===== src/asd_pkg.sv =====
`default_nettype none
// ****************************************************************
// Shared constants for the add/subtract datapath.
// ****************************************************************
package asd_pkg;
  // Operation codes presented by the instruction decoder.
  typedef enum logic [2:0]
  {
    ASD_OP_NONE,
    ASD_OP_ADD,
    ASD_OP_ADC,
    ASD_OP_SUB,
    ASD_OP_WORD
  } asd_op_type;

  // Index of each flag in the status vector.
  localparam int ASD_FLAG_C = 0;
  localparam int ASD_FLAG_Z = 1;
  localparam int ASD_FLAG_N = 2;
  localparam int ASD_FLAG_V = 3;
  localparam int ASD_FLAG_S = 4;
  localparam int ASD_FLAG_H = 5;
  localparam int ASD_FLAG_W = 6;

  // Width of the byte datapath and of the immediate constant.
  localparam int ASD_BYTE_W = 8;
  localparam int ASD_IMM_W  = 6;

  // Bit positions used by the flag equations.
  localparam int ASD_MSB    = 7;
  localparam int ASD_HC_BIT = 3;

  // Reset values.
  localparam logic [7:0] ASD_FLAGS_RST = 8'h00;
  localparam logic [7:0] ASD_BYTE_RST  = 8'h00;
endpackage : asd_pkg
`default_nettype wire


===== src/asd_adder.sv =====
`default_nettype none
// ****************************************************************
// Eight-bit adder with carry in, used for every operation.
// ****************************************************************
module asd_adder
  import asd_pkg::*;
(
  input  wire logic [7:0] a,        // First operand.
  input  wire logic [7:0] b,        // Second operand, already inverted for subtract.
  input  wire logic       cin,      // Carry into bit zero.
  output logic      [7:0] sum,      // Eight-bit result.
  output logic            cout,     // Carry out of bit seven.
  output logic            hcout,    // Carry out of bit three.
  output logic            ovf       // Two's complement overflow.
);
  logic [8:0] full;   // Nine-bit sum with carry.
  logic [4:0] low;    // Low nibble sum for the half carry.

  // Combinational sum; the flag terms come from the same carries.
  always_comb
  begin
    full  = {1'b0, a} + {1'b0, b} + {8'h00, cin};
    low   = {1'b0, a[ASD_HC_BIT:0]} + {1'b0, b[ASD_HC_BIT:0]} + {4'h0, cin};
    sum   = full[ASD_MSB:0];
    cout  = full[ASD_BYTE_W];
    hcout = low[ASD_HC_BIT + 1];
    ovf   = (a[ASD_MSB] == b[ASD_MSB]) && (full[ASD_MSB] != a[ASD_MSB]);
  end
endmodule : asd_adder
`default_nettype wire


===== src/asd_datapath.sv =====
`default_nettype none
// ****************************************************************
// Add/subtract datapath of the processor core.
// ****************************************************************
// Operation
// - Add writes dst plus src in one cycle
// - ADC adds carry flag too, one cycle
// - Word immediate add on pair, two cycles
// - SUB writes dst minus src, one cycle
module asd_datapath
  import asd_pkg::*;
(
  input  wire logic       clk,          // Core clock.
  input  wire logic       arst_n,       // Asynchronous reset, active low.
  input  wire asd_op_type op,           // Operation, valid for one cycle.
  input  wire logic [7:0] dst_value,    // Destination or pair low byte.
  input  wire logic [7:0] source_register, // Source register value.
  input  wire logic [7:0] pair_high,    // Pair high byte, word add only.
  input  wire logic [5:0] imm,          // Word add constant.
  output logic            busy,         // High in the second word cycle.
  output logic            wr_low,       // Write result to destination or low.
  output logic            wr_high,      // Write result to pair high byte.
  output logic      [7:0] result,       // Result byte, registered.
  output logic      [7:0] flags         // Status flags, registered.
);
  // ****************************************************************
  // State.
  // ****************************************************************
  typedef enum logic {ASD_IDLE, ASD_HIGH} asd_state_type;

  typedef struct packed
  {
    asd_state_type st;       // Word add phase.
    logic          wlow;     // Low write strobe.
    logic          whigh;    // High write strobe.
    logic [7:0]    res;      // Result byte.
    logic [7:0]    flg;      // Status flags.
    logic [7:0]    hi;       // Held pair high byte.
    logic          cy;       // Carry from low byte.
    logic          zlo;      // Low byte was zero.
  } asd_regs_type;

  asd_regs_type r;           // Registered state.
  asd_regs_type next_r;      // Next state.

  logic [7:0] add_a;         // Adder operand a.
  logic [7:0] add_b;         // Adder operand b.
  logic       add_ci;        // Adder carry in.
  logic [7:0] add_s;         // Adder sum.
  logic       add_co;        // Adder carry out.
  logic       add_hc;        // Adder half carry.
  logic       add_v;         // Adder overflow.

  // ****************************************************************
  // Operand selection.
  // ****************************************************************
  // The high phase reuses the adder with the held byte and the carry.
  always_comb
  begin
    add_a  = dst_value;
    add_b  = source_register;
    add_ci = 1'b0;
    if (r.st == ASD_HIGH)
    begin
      add_a  = r.hi;
      add_b  = ASD_BYTE_RST;
      add_ci = r.cy;
    end
    else
    begin
      case (op)
        ASD_OP_ADC: add_ci = r.flg[ASD_FLAG_C];
        ASD_OP_SUB:
        begin
          add_b  = ~source_register;
          add_ci = 1'b1;
        end
        ASD_OP_WORD: add_b = {2'b00, imm};
        default: add_ci = 1'b0;
      endcase
    end
  end

  asd_adder u_adder
  (
    .a     (add_a),
    .b     (add_b),
    .cin   (add_ci),
    .sum   (add_s),
    .cout  (add_co),
    .hcout (add_hc),
    .ovf   (add_v)
  );

  // ****************************************************************
  // Decoding shared by the flag equations.
  // ****************************************************************
  // True when a result byte is all zeros.
  function automatic logic byte_is_zero(input logic [7:0] value);
    return (value == ASD_BYTE_RST);
  endfunction : byte_is_zero

  // ****************************************************************
  // Next state.
  // ****************************************************************
  // Byte operations finish now; the word add stores the low byte first.
  always_comb
  begin
    next_r       = r;
    next_r.wlow  = 1'b0;
    next_r.whigh = 1'b0;
    if (r.st == ASD_HIGH)
    begin
      // Second word cycle: high byte and the word flags.
      next_r.st                = ASD_IDLE;
      next_r.whigh             = 1'b1;
      next_r.res               = add_s;
      next_r.flg[ASD_FLAG_C]   = ~r.hi[ASD_MSB] & add_s[ASD_MSB] ? 1'b0 :
                                 (r.hi[ASD_MSB] & ~add_s[ASD_MSB]);
      next_r.flg[ASD_FLAG_Z]   = r.zlo & byte_is_zero(add_s);
      next_r.flg[ASD_FLAG_N]   = add_s[ASD_MSB];
      next_r.flg[ASD_FLAG_V]   = ~r.hi[ASD_MSB] & add_s[ASD_MSB];
      next_r.flg[ASD_FLAG_S]   = add_s[ASD_MSB] ^ (~r.hi[ASD_MSB] & add_s[ASD_MSB]);
    end
    else
    begin
      case (op)
        ASD_OP_ADD, ASD_OP_ADC, ASD_OP_SUB:
        begin
          // Subtract reports a borrow, the inverse of the adder carries.
          next_r.wlow             = 1'b1;
          next_r.res              = add_s;
          next_r.flg[ASD_FLAG_C]  = (op == ASD_OP_SUB) ? ~add_co : add_co;
          next_r.flg[ASD_FLAG_H]  = (op == ASD_OP_SUB) ? ~add_hc : add_hc;
          next_r.flg[ASD_FLAG_Z]  = byte_is_zero(add_s);
          next_r.flg[ASD_FLAG_N]  = add_s[ASD_MSB];
          next_r.flg[ASD_FLAG_V]  = add_v;
          next_r.flg[ASD_FLAG_S]  = add_s[ASD_MSB] ^ add_v;
        end
        ASD_OP_WORD:
        begin
          // First word cycle: low byte written, carry held.
          next_r.st   = ASD_HIGH;
          next_r.wlow = 1'b1;
          next_r.res  = add_s;
          next_r.hi   = pair_high;
          next_r.cy   = add_co;
          next_r.zlo  = byte_is_zero(add_s);
        end
        default: next_r.st = ASD_IDLE;
      endcase
    end
  end

  // Register stage.
  always_ff @(posedge clk or negedge arst_n)
  begin
    if (!arst_n)
    begin
      r <= '{st: ASD_IDLE, wlow: 1'b0, whigh: 1'b0, res: ASD_BYTE_RST,
             flg: ASD_FLAGS_RST, hi: ASD_BYTE_RST, cy: 1'b0, zlo: 1'b0};
    end
    else
    begin
      r <= next_r;
    end
  end

  assign busy    = (r.st == ASD_HIGH);
  assign wr_low  = r.wlow;
  assign wr_high = r.whigh;
  assign result  = r.res;
  assign flags   = r.flg;

  // ****************************************************************
  // Checks.
  // ****************************************************************
  // A plain add writes the eight-bit sum one cycle after it is taken.
  a_add_result: assert property (@(posedge clk) disable iff (!arst_n)
    (op == ASD_OP_ADD && !busy) |=>
      wr_low && result == $past(8'(dst_value + source_register)))
    else $error("add result wrong");
  // The add reports a carry when the nine-bit sum leaves the byte.
  a_add_carry: assert property (@(posedge clk) disable iff (!arst_n)
    (op == ASD_OP_ADD && !busy) |=>
      flags[ASD_FLAG_C] == $past((9'(dst_value) + 9'(source_register)) > 9'h0ff))
    else $error("add carry wrong");
  // Add with carry folds in the carry flag that stood when it was taken.
  a_adc_result: assert property (@(posedge clk) disable iff (!arst_n)
    (op == ASD_OP_ADC && !busy) |=>
      result == $past(8'(dst_value + source_register + {7'h00, flags[ASD_FLAG_C]})))
    else $error("adc result wrong");
  // Subtract writes the difference and reports a borrow as the carry.
  a_sub_result: assert property (@(posedge clk) disable iff (!arst_n)
    (op == ASD_OP_SUB && !busy) |=>
      wr_low && result == $past(8'(dst_value - source_register))
      && flags[ASD_FLAG_C] == $past(dst_value < source_register))
    else $error("sub result wrong");
  // The word add writes the low byte first and the high byte one cycle later.
  a_word_two: assert property (@(posedge clk) disable iff (!arst_n)
    (op == ASD_OP_WORD && !busy) |=> wr_low && !wr_high ##1 wr_high && !wr_low)
    else $error("word add not two cycles");
  // Both written bytes together make the sixteen-bit sum of pair and constant.
  a_word_sum: assert property (@(posedge clk) disable iff (!arst_n)
    (op == ASD_OP_WORD && !busy) |-> ##2
      {result, $past(result)} == $past({pair_high, dst_value} + {10'h000, imm}, 2))
    else $error("word add sum wrong");
  // The word carry and overflow follow the sign of the pair before and after.
  a_word_flags: assert property (@(posedge clk) disable iff (!arst_n)
    (op == ASD_OP_WORD && !busy) |-> ##2
      flags[ASD_FLAG_C] == ($past(pair_high[ASD_MSB], 2) && !result[ASD_MSB])
      && flags[ASD_FLAG_V] == (!$past(pair_high[ASD_MSB], 2) && result[ASD_MSB]))
    else $error("word add flags wrong");
  // Busy lasts a single cycle, and no write starts while it is high.
  a_busy_one: assert property (@(posedge clk) disable iff (!arst_n)
    busy |=> !busy && !wr_low)
    else $error("busy held or write taken while busy");
  // Every byte operation leaves the zero flag in step with its result.
  a_zero_flag: assert property (@(posedge clk) disable iff (!arst_n)
    wr_low && !busy |-> flags[ASD_FLAG_Z] == (result == ASD_BYTE_RST))
    else $error("zero flag wrong");
endmodule : asd_datapath
`default_nettype wire


===== config.mk =====
export PLATFORM = sky130hd
export DESIGN_NAME = asd_datapath
export DESIGN_NICKNAME = d
export VERILOG_FILES = /design/src/asd_pkg.sv /design/src/asd_adder.sv /design/src/asd_datapath.sv
export SDC_FILE = /design/constraint.sdc
export NUM_CORES = 1
export LEC_CHECK = 0
export ABC_AREA = 0
export BUFFER_PORTS_ARGS = -buffer_cell sky130_fd_sc_hd__clkbuf_2
export CORE_MARGIN = 1
export CORE_UTILIZATION = 57
export CTS_BUF_LIST = sky130_fd_sc_hd__clkbuf_8 sky130_fd_sc_hd__clkbuf_16
export DETAILED_ROUTE_END_ITERATION = 10
export GPL_TIMING_DRIVEN = 0
export PLACE_DENSITY = 0.85
export REMOVE_ABC_BUFFERS = 1
export SYNTH_ARGS = -nofsm -noshare
export SYNTH_HDL_FRONTEND = slang
export SYNTH_SLANG_ARGS = --single-unit
export TNS_END_PERCENT = 20

===== constraint.sdc =====
create_clock -name clk -period 7.95 [get_ports clk]
set_input_delay 1.59 -clock clk [delete_from_list [all_inputs] [get_ports clk]]
set_output_delay 1.59 -clock clk [all_outputs]
set_load 0.01 [all_outputs]

* Word level (Yosys, flattened, before mapping)
Cells that the tools add are included.
** Word-level totals
- Output and inout bits :: 19
- Register bits :: 27
- Input bits :: 35
- Word-level logic and storage cells :: 55
** Operators by class
- Reduce and logical (&&, ||, !) cells :: 8
- Mux-type cells :: 17
- Equality and inequality tests :: 6
- Add/subtract/negate cells :: 4
- Bitwise operators :: 11
** Operator list (number)
- two-way mux 8 bit :: 4
- case mux 8 bit (2 select lines) :: 1
- two-way mux 5 bit :: 2
- adder 8 x 8 -> 9 bit :: 1
- adder 9 x 1 -> 9 bit :: 1
- two-way mux 1 bit :: 9
- logical NOT 8 bit :: 1
- NOT 8 bit :: 1
- == test 3 x 2 -> 1 bit, second input constant :: 2
- adder 4 x 4 -> 5 bit :: 1
- adder 5 x 1 -> 5 bit :: 1
- NOT 1 bit :: 5
- AND reduction 2 bit :: 2
- nonzero test 2 bit :: 2
- OR reduction 4 bit :: 1
- AND 1 bit :: 3
- == test 3 x 1 -> 1 bit, second input constant :: 1
- == test 3 bit, second input constant :: 1
- OR reduction 3 bit :: 1
- case mux 1 bit (2 select lines) :: 1
- XOR 1 bit :: 2
- == test 1 bit :: 1
- logical AND 1 bit :: 1
- inequality test 1 bit :: 1

* Longest topological paths before layout
- Depth after elaboration :: 10
- Mapped depth :: 12
- Depth with buffers taken out :: 11

* By module
From an unflattened synthesis, not the netlist that was laid out.
** Second synthesis, totals
- Cells, all modules :: 197
- Area total of the unflattened synthesis :: 1988.2 µm²
** Modules (own cells, without submodules)
- asd_datapath :: area each 1669.1 µm², cells each 160, sequential area each 675.6 µm², times used 1
- asd_adder :: area each 319.1 µm², cells each 37, sequential area each 0.0 µm², times used 1

* Least setup slack after synthesis
Ideal clock, no wire load.
- Path type :: in2reg
- From :: input op[0]
- To :: register r, in the netlist flags[5]
- Data required time :: 7.824 ns
- Path buffers :: 2
- Stages on the path :: 12
- Setup time :: 0.126 ns
- Slack :: 3.640 ns
- Arrival time :: 4.184 ns
- Path through :: buf_2 > buf_1 > a22o_1 > a22oi_1 > a21oi_1 > fa_1 > fa_1 > a211o_1 > o21a_1 > nor3b_1 > a21oi_1 > o32a_1
** On the way
- Cells in the longest elaborated chain, start to end :: 7
- Elaborated cells between the ends (all ways) :: 14
- Classes of those cells :: 2 x add/sub; 4 x eq/ne; 5 x mux; 1 x bitwise; 2 x reduce/logical
** Ends and longest elaborated chain
- from (decl) :: line asd_datapath.sv:15 : input wire asd_op_type op,
- == test 3 bit or == test 3 x 2 -> 1 bit (tied branches) :: line asd_datapath.sv:71, asd_datapath.sv:127, asd_datapath.sv:134
- case mux 8 bit (2 select lines) :: line asd_datapath.sv:71 : case (op)
- two-way mux 8 bit :: line asd_datapath.sv:63 : if (r.st == ASD_HIGH)
- adder 4 x 4 -> 5 bit :: line asd_adder.sv:23 : low = {1'b0, a[ASD_HC_BIT:0]} + {1'b0, b[ASD_HC_BIT:0]} + {4'h0, cin};
- adder 5 x 1 -> 5 bit :: line asd_adder.sv:23
- NOT 1 bit :: line asd_datapath.sv:134 : next_r.flg[ASD_FLAG_H] = (op == ASD_OP_SUB) ? ~add_hc : add_hc;
- two-way mux 1 bit :: line asd_datapath.sv:134
- to (signal assigned) :: line asd_datapath.sv:160 : r <= '{st: ASD_IDLE, wlow: 1'b0, whigh: 1'b0, res: ASD_BYTE_RST,
- to (signal assigned) :: line asd_datapath.sv:165 : r <= next_r;
- to (decl) :: line asd_datapath.sv:43 : asd_regs_type r;
Several ways; a longest one is shown, not always the timed one.
A chain may end at the register's enable or synchronous reset.

* Final worst setup path
- From :: input op[2]
- To :: register r[0] in the netlist's numbering
** On the way
- Cells in the longest elaborated chain, start to end :: 6
- Elaborated cells between the ends (all ways) :: 11
- Classes of those cells :: 2 x add/sub; 3 x eq/ne; 4 x mux; 2 x reduce/logical
** Ends and longest elaborated chain
- == test 3 bit or == test 3 x 2 -> 1 bit (tied branches) :: line asd_datapath.sv:71, asd_datapath.sv:127
- case mux 8 bit (2 select lines) :: line asd_datapath.sv:71
- two-way mux 8 bit :: line asd_datapath.sv:63
- adder 8 x 8 -> 9 bit :: line asd_adder.sv:22 : full = {1'b0, a} + {1'b0, b} + {8'h00, cin};
- adder 9 x 1 -> 9 bit :: line asd_adder.sv:22
- logical NOT 8 bit :: line asd_datapath.sv:100 : return (value == ASD_BYTE_RST);
Several ways; a longest one is shown, not always the timed one.

==> reports/qor.tcl <==
set qor(postSynthCellCount) 213
set qor(startpoint_type) {input port}
set qor(post-layout-total-power_mw) 0.449
set qor(drtPass1Iterations) 4
set qor(min-delay-path-class) {flip-flop to flip-flop}
set qor(initial_utilization) 0.605
set qor(nNetsFinal) 287
set qor(cts.hold.buffers_added) 0
set qor(drive_gt1_frac) 0.347
set qor(place_ws_ns) 3.16
set qor(setup_ws_ns) 3.40
set qor(synthesis.yosys.warnings) 0
set qor(rr_startpoint) {busy}
set qor(layout.cells.most_common) {sky130_fd_sc_hd__clkbuf_2}
set qor(powerDensity_nw_per_um2) 199
set qor(max-slew-margin-rel) 0.284
set qor(grt_first_pass_wirelength_um) 6440
set qor(setup_repair_after_global_routing_missed_its_margin) {false}
set qor(cts_root_buffer) {sky130_fd_sc_hd__clkbuf_8}
set qor(first_global_vias) 1462
set qor(count_of_buffers_from_port_buffering) 51
set qor(buffers_from_clock_root_to_sink_at_most) 2
set qor(fin_tns_setup_ns) 0
set qor(drt_iter0_markers) 109
set qor(synth-edff-count) 0
set qor(yosysTopAreaCell) {sky130_fd_sc_hd__dfrtp_1}
set qor(die-area_sq_um) 3840
set qor(ys_types) 47
set qor(synth_seq_area_share) 0.330
set qor(timing_max_transition_violations_final) 0
set qor(setup_viol_count_final) 0
set qor(hp-start) {result[4]}
set qor(grt_use_total) 0.228
set qor(globalRouteMet1Util) 0.301
set qor(clock_insertion_delay_worst_skew_ns) 0.27
set qor(pin_count) 54
set qor(timing_worst_slew_pin_value_ns) 1.07
set qor(cts_setup_buffers) 0
set qor(final.fill_count) 284
set qor(setup.reg_to_reg.worst_slack_ns) 4.35
set qor(drc_errors) 0
set qor(grt.overflow.total) 0
set qor(clock_sinks) 27
set qor(fmax_achieved_mhz) 220
set qor(finalWeightedCongestion) 0.787
set qor(antenna_found_initial) 0
set qor(grt_max_degree) 33
set qor(r2r-end) {r[0]}
set qor(report.final.hold_viol_count) 0
set qor(global_route.peak_usage_layer) {met2}
set qor(worstPathRequired_ns) 8.14
set qor(place.detailed.instances) 284
set qor(routedWlPerCell_um) 13.9
set qor(timing.max_cap.violations) 0
set qor(htree_num_levels) 1
set qor(synth_area_sq_um) 2050
set qor(ys_async_sr_fraction) 1.00
set qor(num_vias) 1653
set qor(floorplan.core_area_sq_um) 3390
set qor(synth_area_leaders) {sky130_fd_sc_hd__dfrtp_1 (33%), sky130_fd_sc_hd__mux2_2 (13%), sky130_fd_sc_hd__buf_4 (6.2%)}
set qor(dp.final_hpwl_um) 2970
set qor(layout_common_cells) {sky130_fd_sc_hd__clkbuf_2 (51), sky130_fd_sc_hd__dfrtp_1 (27), sky130_fd_sc_hd__mux2_2 (23)}
set qor(final_core_util) 0.664
set qor(grt_util_met3) 0.0455
set qor(crit_arrival_ns) 4.73
set qor(power.leakage_nw) 1.03
set qor(time_the_worst_path_needs_with_i_o_delays_and_setup_ns) 4.55
set qor(synth_area_per_cell_sq_um) 9.62
set qor(antenna_left) 0
set qor(avgViaCountPerCell) 5.74
set qor(groute.layer.met2.usage) 0.383
set qor(num_antenna_cells) 0
set qor(clk_transition_reported_paths_ns) 0.09
set qor(min_delay_path_depth) 2
set qor(tritoncts_clock_tree) {built}
set qor(ys_ff_latch) 27
set qor(fp-row-count) 21
set qor(finClkSkew_ns) 0.00252
set qor(routed_wl_um) 3990
set qor(die_h_um) 62.0
set qor(ir_worst_vdd_uv) 132
set qor(post-synth-top-area-fraction) 0.330
set qor(timing.critical_path.fanout_max) 27
set qor(floorplan.die.width_um) 62.0
set qor(status) {completed}
set qor(post_cts.resized_instances) 0
set qor(critPathKind) {input port to flip-flop}
set qor(synth_top_flop_cell) {sky130_fd_sc_hd__dfrtp_1}
set qor(min_period_over_period) 0.572
set qor(setup.worst_path.end_class) {flip-flop}
set qor(cts_inserted_buffers) 3
set qor(hold_path_end) {result[4]}
set qor(worst_r2r_path_depth) 8
set qor(layoutNonFillerInstCount) 288
set qor(area_growth_pct) 9.83
==> layout make-up <==
type | instances | area, sq um | area share
Multi-Input combinational cell | 155 | 1200 | 0.533
Tap cell | 46 | 57.6 | 0.0256
Inverter | 5 | 18.8 | 0.00834
Clock inverter | 1 | 3.75 | 0.00167
Timing Repair Buffer | 51 | 255 | 0.113
Sequential cell | 27 | 676 | 0.300
Clock buffer | 3 | 41.3 | 0.0183
==> synthesized netlist by cell type, types with 3 or more instances <==
cell / number
sky130_fd_sc_hd__o21ai_0: 15
sky130_fd_sc_hd__buf_4: 17
sky130_fd_sc_hd__nand3b_1: 7
sky130_fd_sc_hd__nor2_1: 9
sky130_fd_sc_hd__nand2_1: 15
sky130_fd_sc_hd__a211oi_1: 4
sky130_fd_sc_hd__a22oi_1: 6
sky130_fd_sc_hd__o21a_1: 3
sky130_fd_sc_hd__clkbuf_1: 4
sky130_fd_sc_hd__buf_2: 3
sky130_fd_sc_hd__xnor2_1: 3
sky130_fd_sc_hd__inv_1: 5
sky130_fd_sc_hd__dfrtp_1: 27
sky130_fd_sc_hd__a21oi_1: 14
sky130_fd_sc_hd__mux2_2: 23
sky130_fd_sc_hd__nor2b_1: 3
sky130_fd_sc_hd__a22o_1: 6
sky130_fd_sc_hd__ha_1: 7
sky130_fd_sc_hd__o31ai_1: 4
sky130_fd_sc_hd__xor2_1: 3
sky130_fd_sc_hd__buf_1: 3
==> critical path: stages <==
cell	delay, ns
sky130_fd_sc_hd__clkbuf_2	0.39
sky130_fd_sc_hd__nand2b_1	0.29
sky130_fd_sc_hd__o21ai_0	0.10
sky130_fd_sc_hd__a22oi_1	0.19
sky130_fd_sc_hd__a21oi_1	0.13
sky130_fd_sc_hd__fa_1	0.50
sky130_fd_sc_hd__fa_1	0.42
sky130_fd_sc_hd__a211o_1	0.33
sky130_fd_sc_hd__o21a_1	0.17
sky130_fd_sc_hd__xnor2_1	0.19
sky130_fd_sc_hd__o2111ai_1	0.17
sky130_fd_sc_hd__o31ai_1	0.25
==> routing by layer <==
metal | vias to the layer above | wire, um | part of all wire
met4 | 0 | 48 | 0.012
met1 | 776 | 1860 | 0.47
met5 | - | 0 | 0
met2 | 41 | 1950 | 0.49
li1 | 829 | - | -
met3 | 7 | 129 | 0.032
==> report_power, final <==
group | internal, mW | switching (mW) | leakage (nW)
Combinational | 0.0882 | 0.0940 | 0.678
Sequential | 0.171 | 0.0184 | 0.328
Clock | 0.0347 | 0.0426 | 0.0269
==> state kept, by name, summed over array words and instances, names as in the netlist <==
register  cells
r            10
wr_low        1
wr_high       1
flags         6
result        8
busy          1
==> kinds of logic (layout without fill, tap and decap cells) <==
logic type,Yosys count,after routing,share of synthesized area
other cells,1,2,0.00183
mux,24,24,0.131
buf+inv,32,60,0.0916
simple gates,47,47,0.125
compound gates,67,67,0.233
xor+xnor,6,6,0.0256
fa+ha+maj,9,9,0.0623
flops,27,27,0.330
==> per-stage QoR <==
step | hold slack, ns | cell area (sq um)
after floorplan | 0.456 | 1880
after global placement | 0.470 | 2200
after detailed placement | 0.481 | 2200
after CTS | 0.504 | 2240
after global routing | 0.526 | 2250
final | 0.497 | 2250
==> worst max-delay path by stage <==
stage / start / slack (ns) / endpoint / cells after the start
after floorplan: op[2] / 3.89 / flags[1] / 11
after global placement: op[2] / 3.21 / r[0] / 12
after detailed placement: op[2] / 3.16 / r[0] / 12
after CTS: op[2] / 3.45 / r[0] / 12
after global routing: op[2] / 3.14 / flags[5] / 12
final: op[2] / 3.40 / r[0] / 12
No activity file was read; power rests on OpenSTA's default activity.
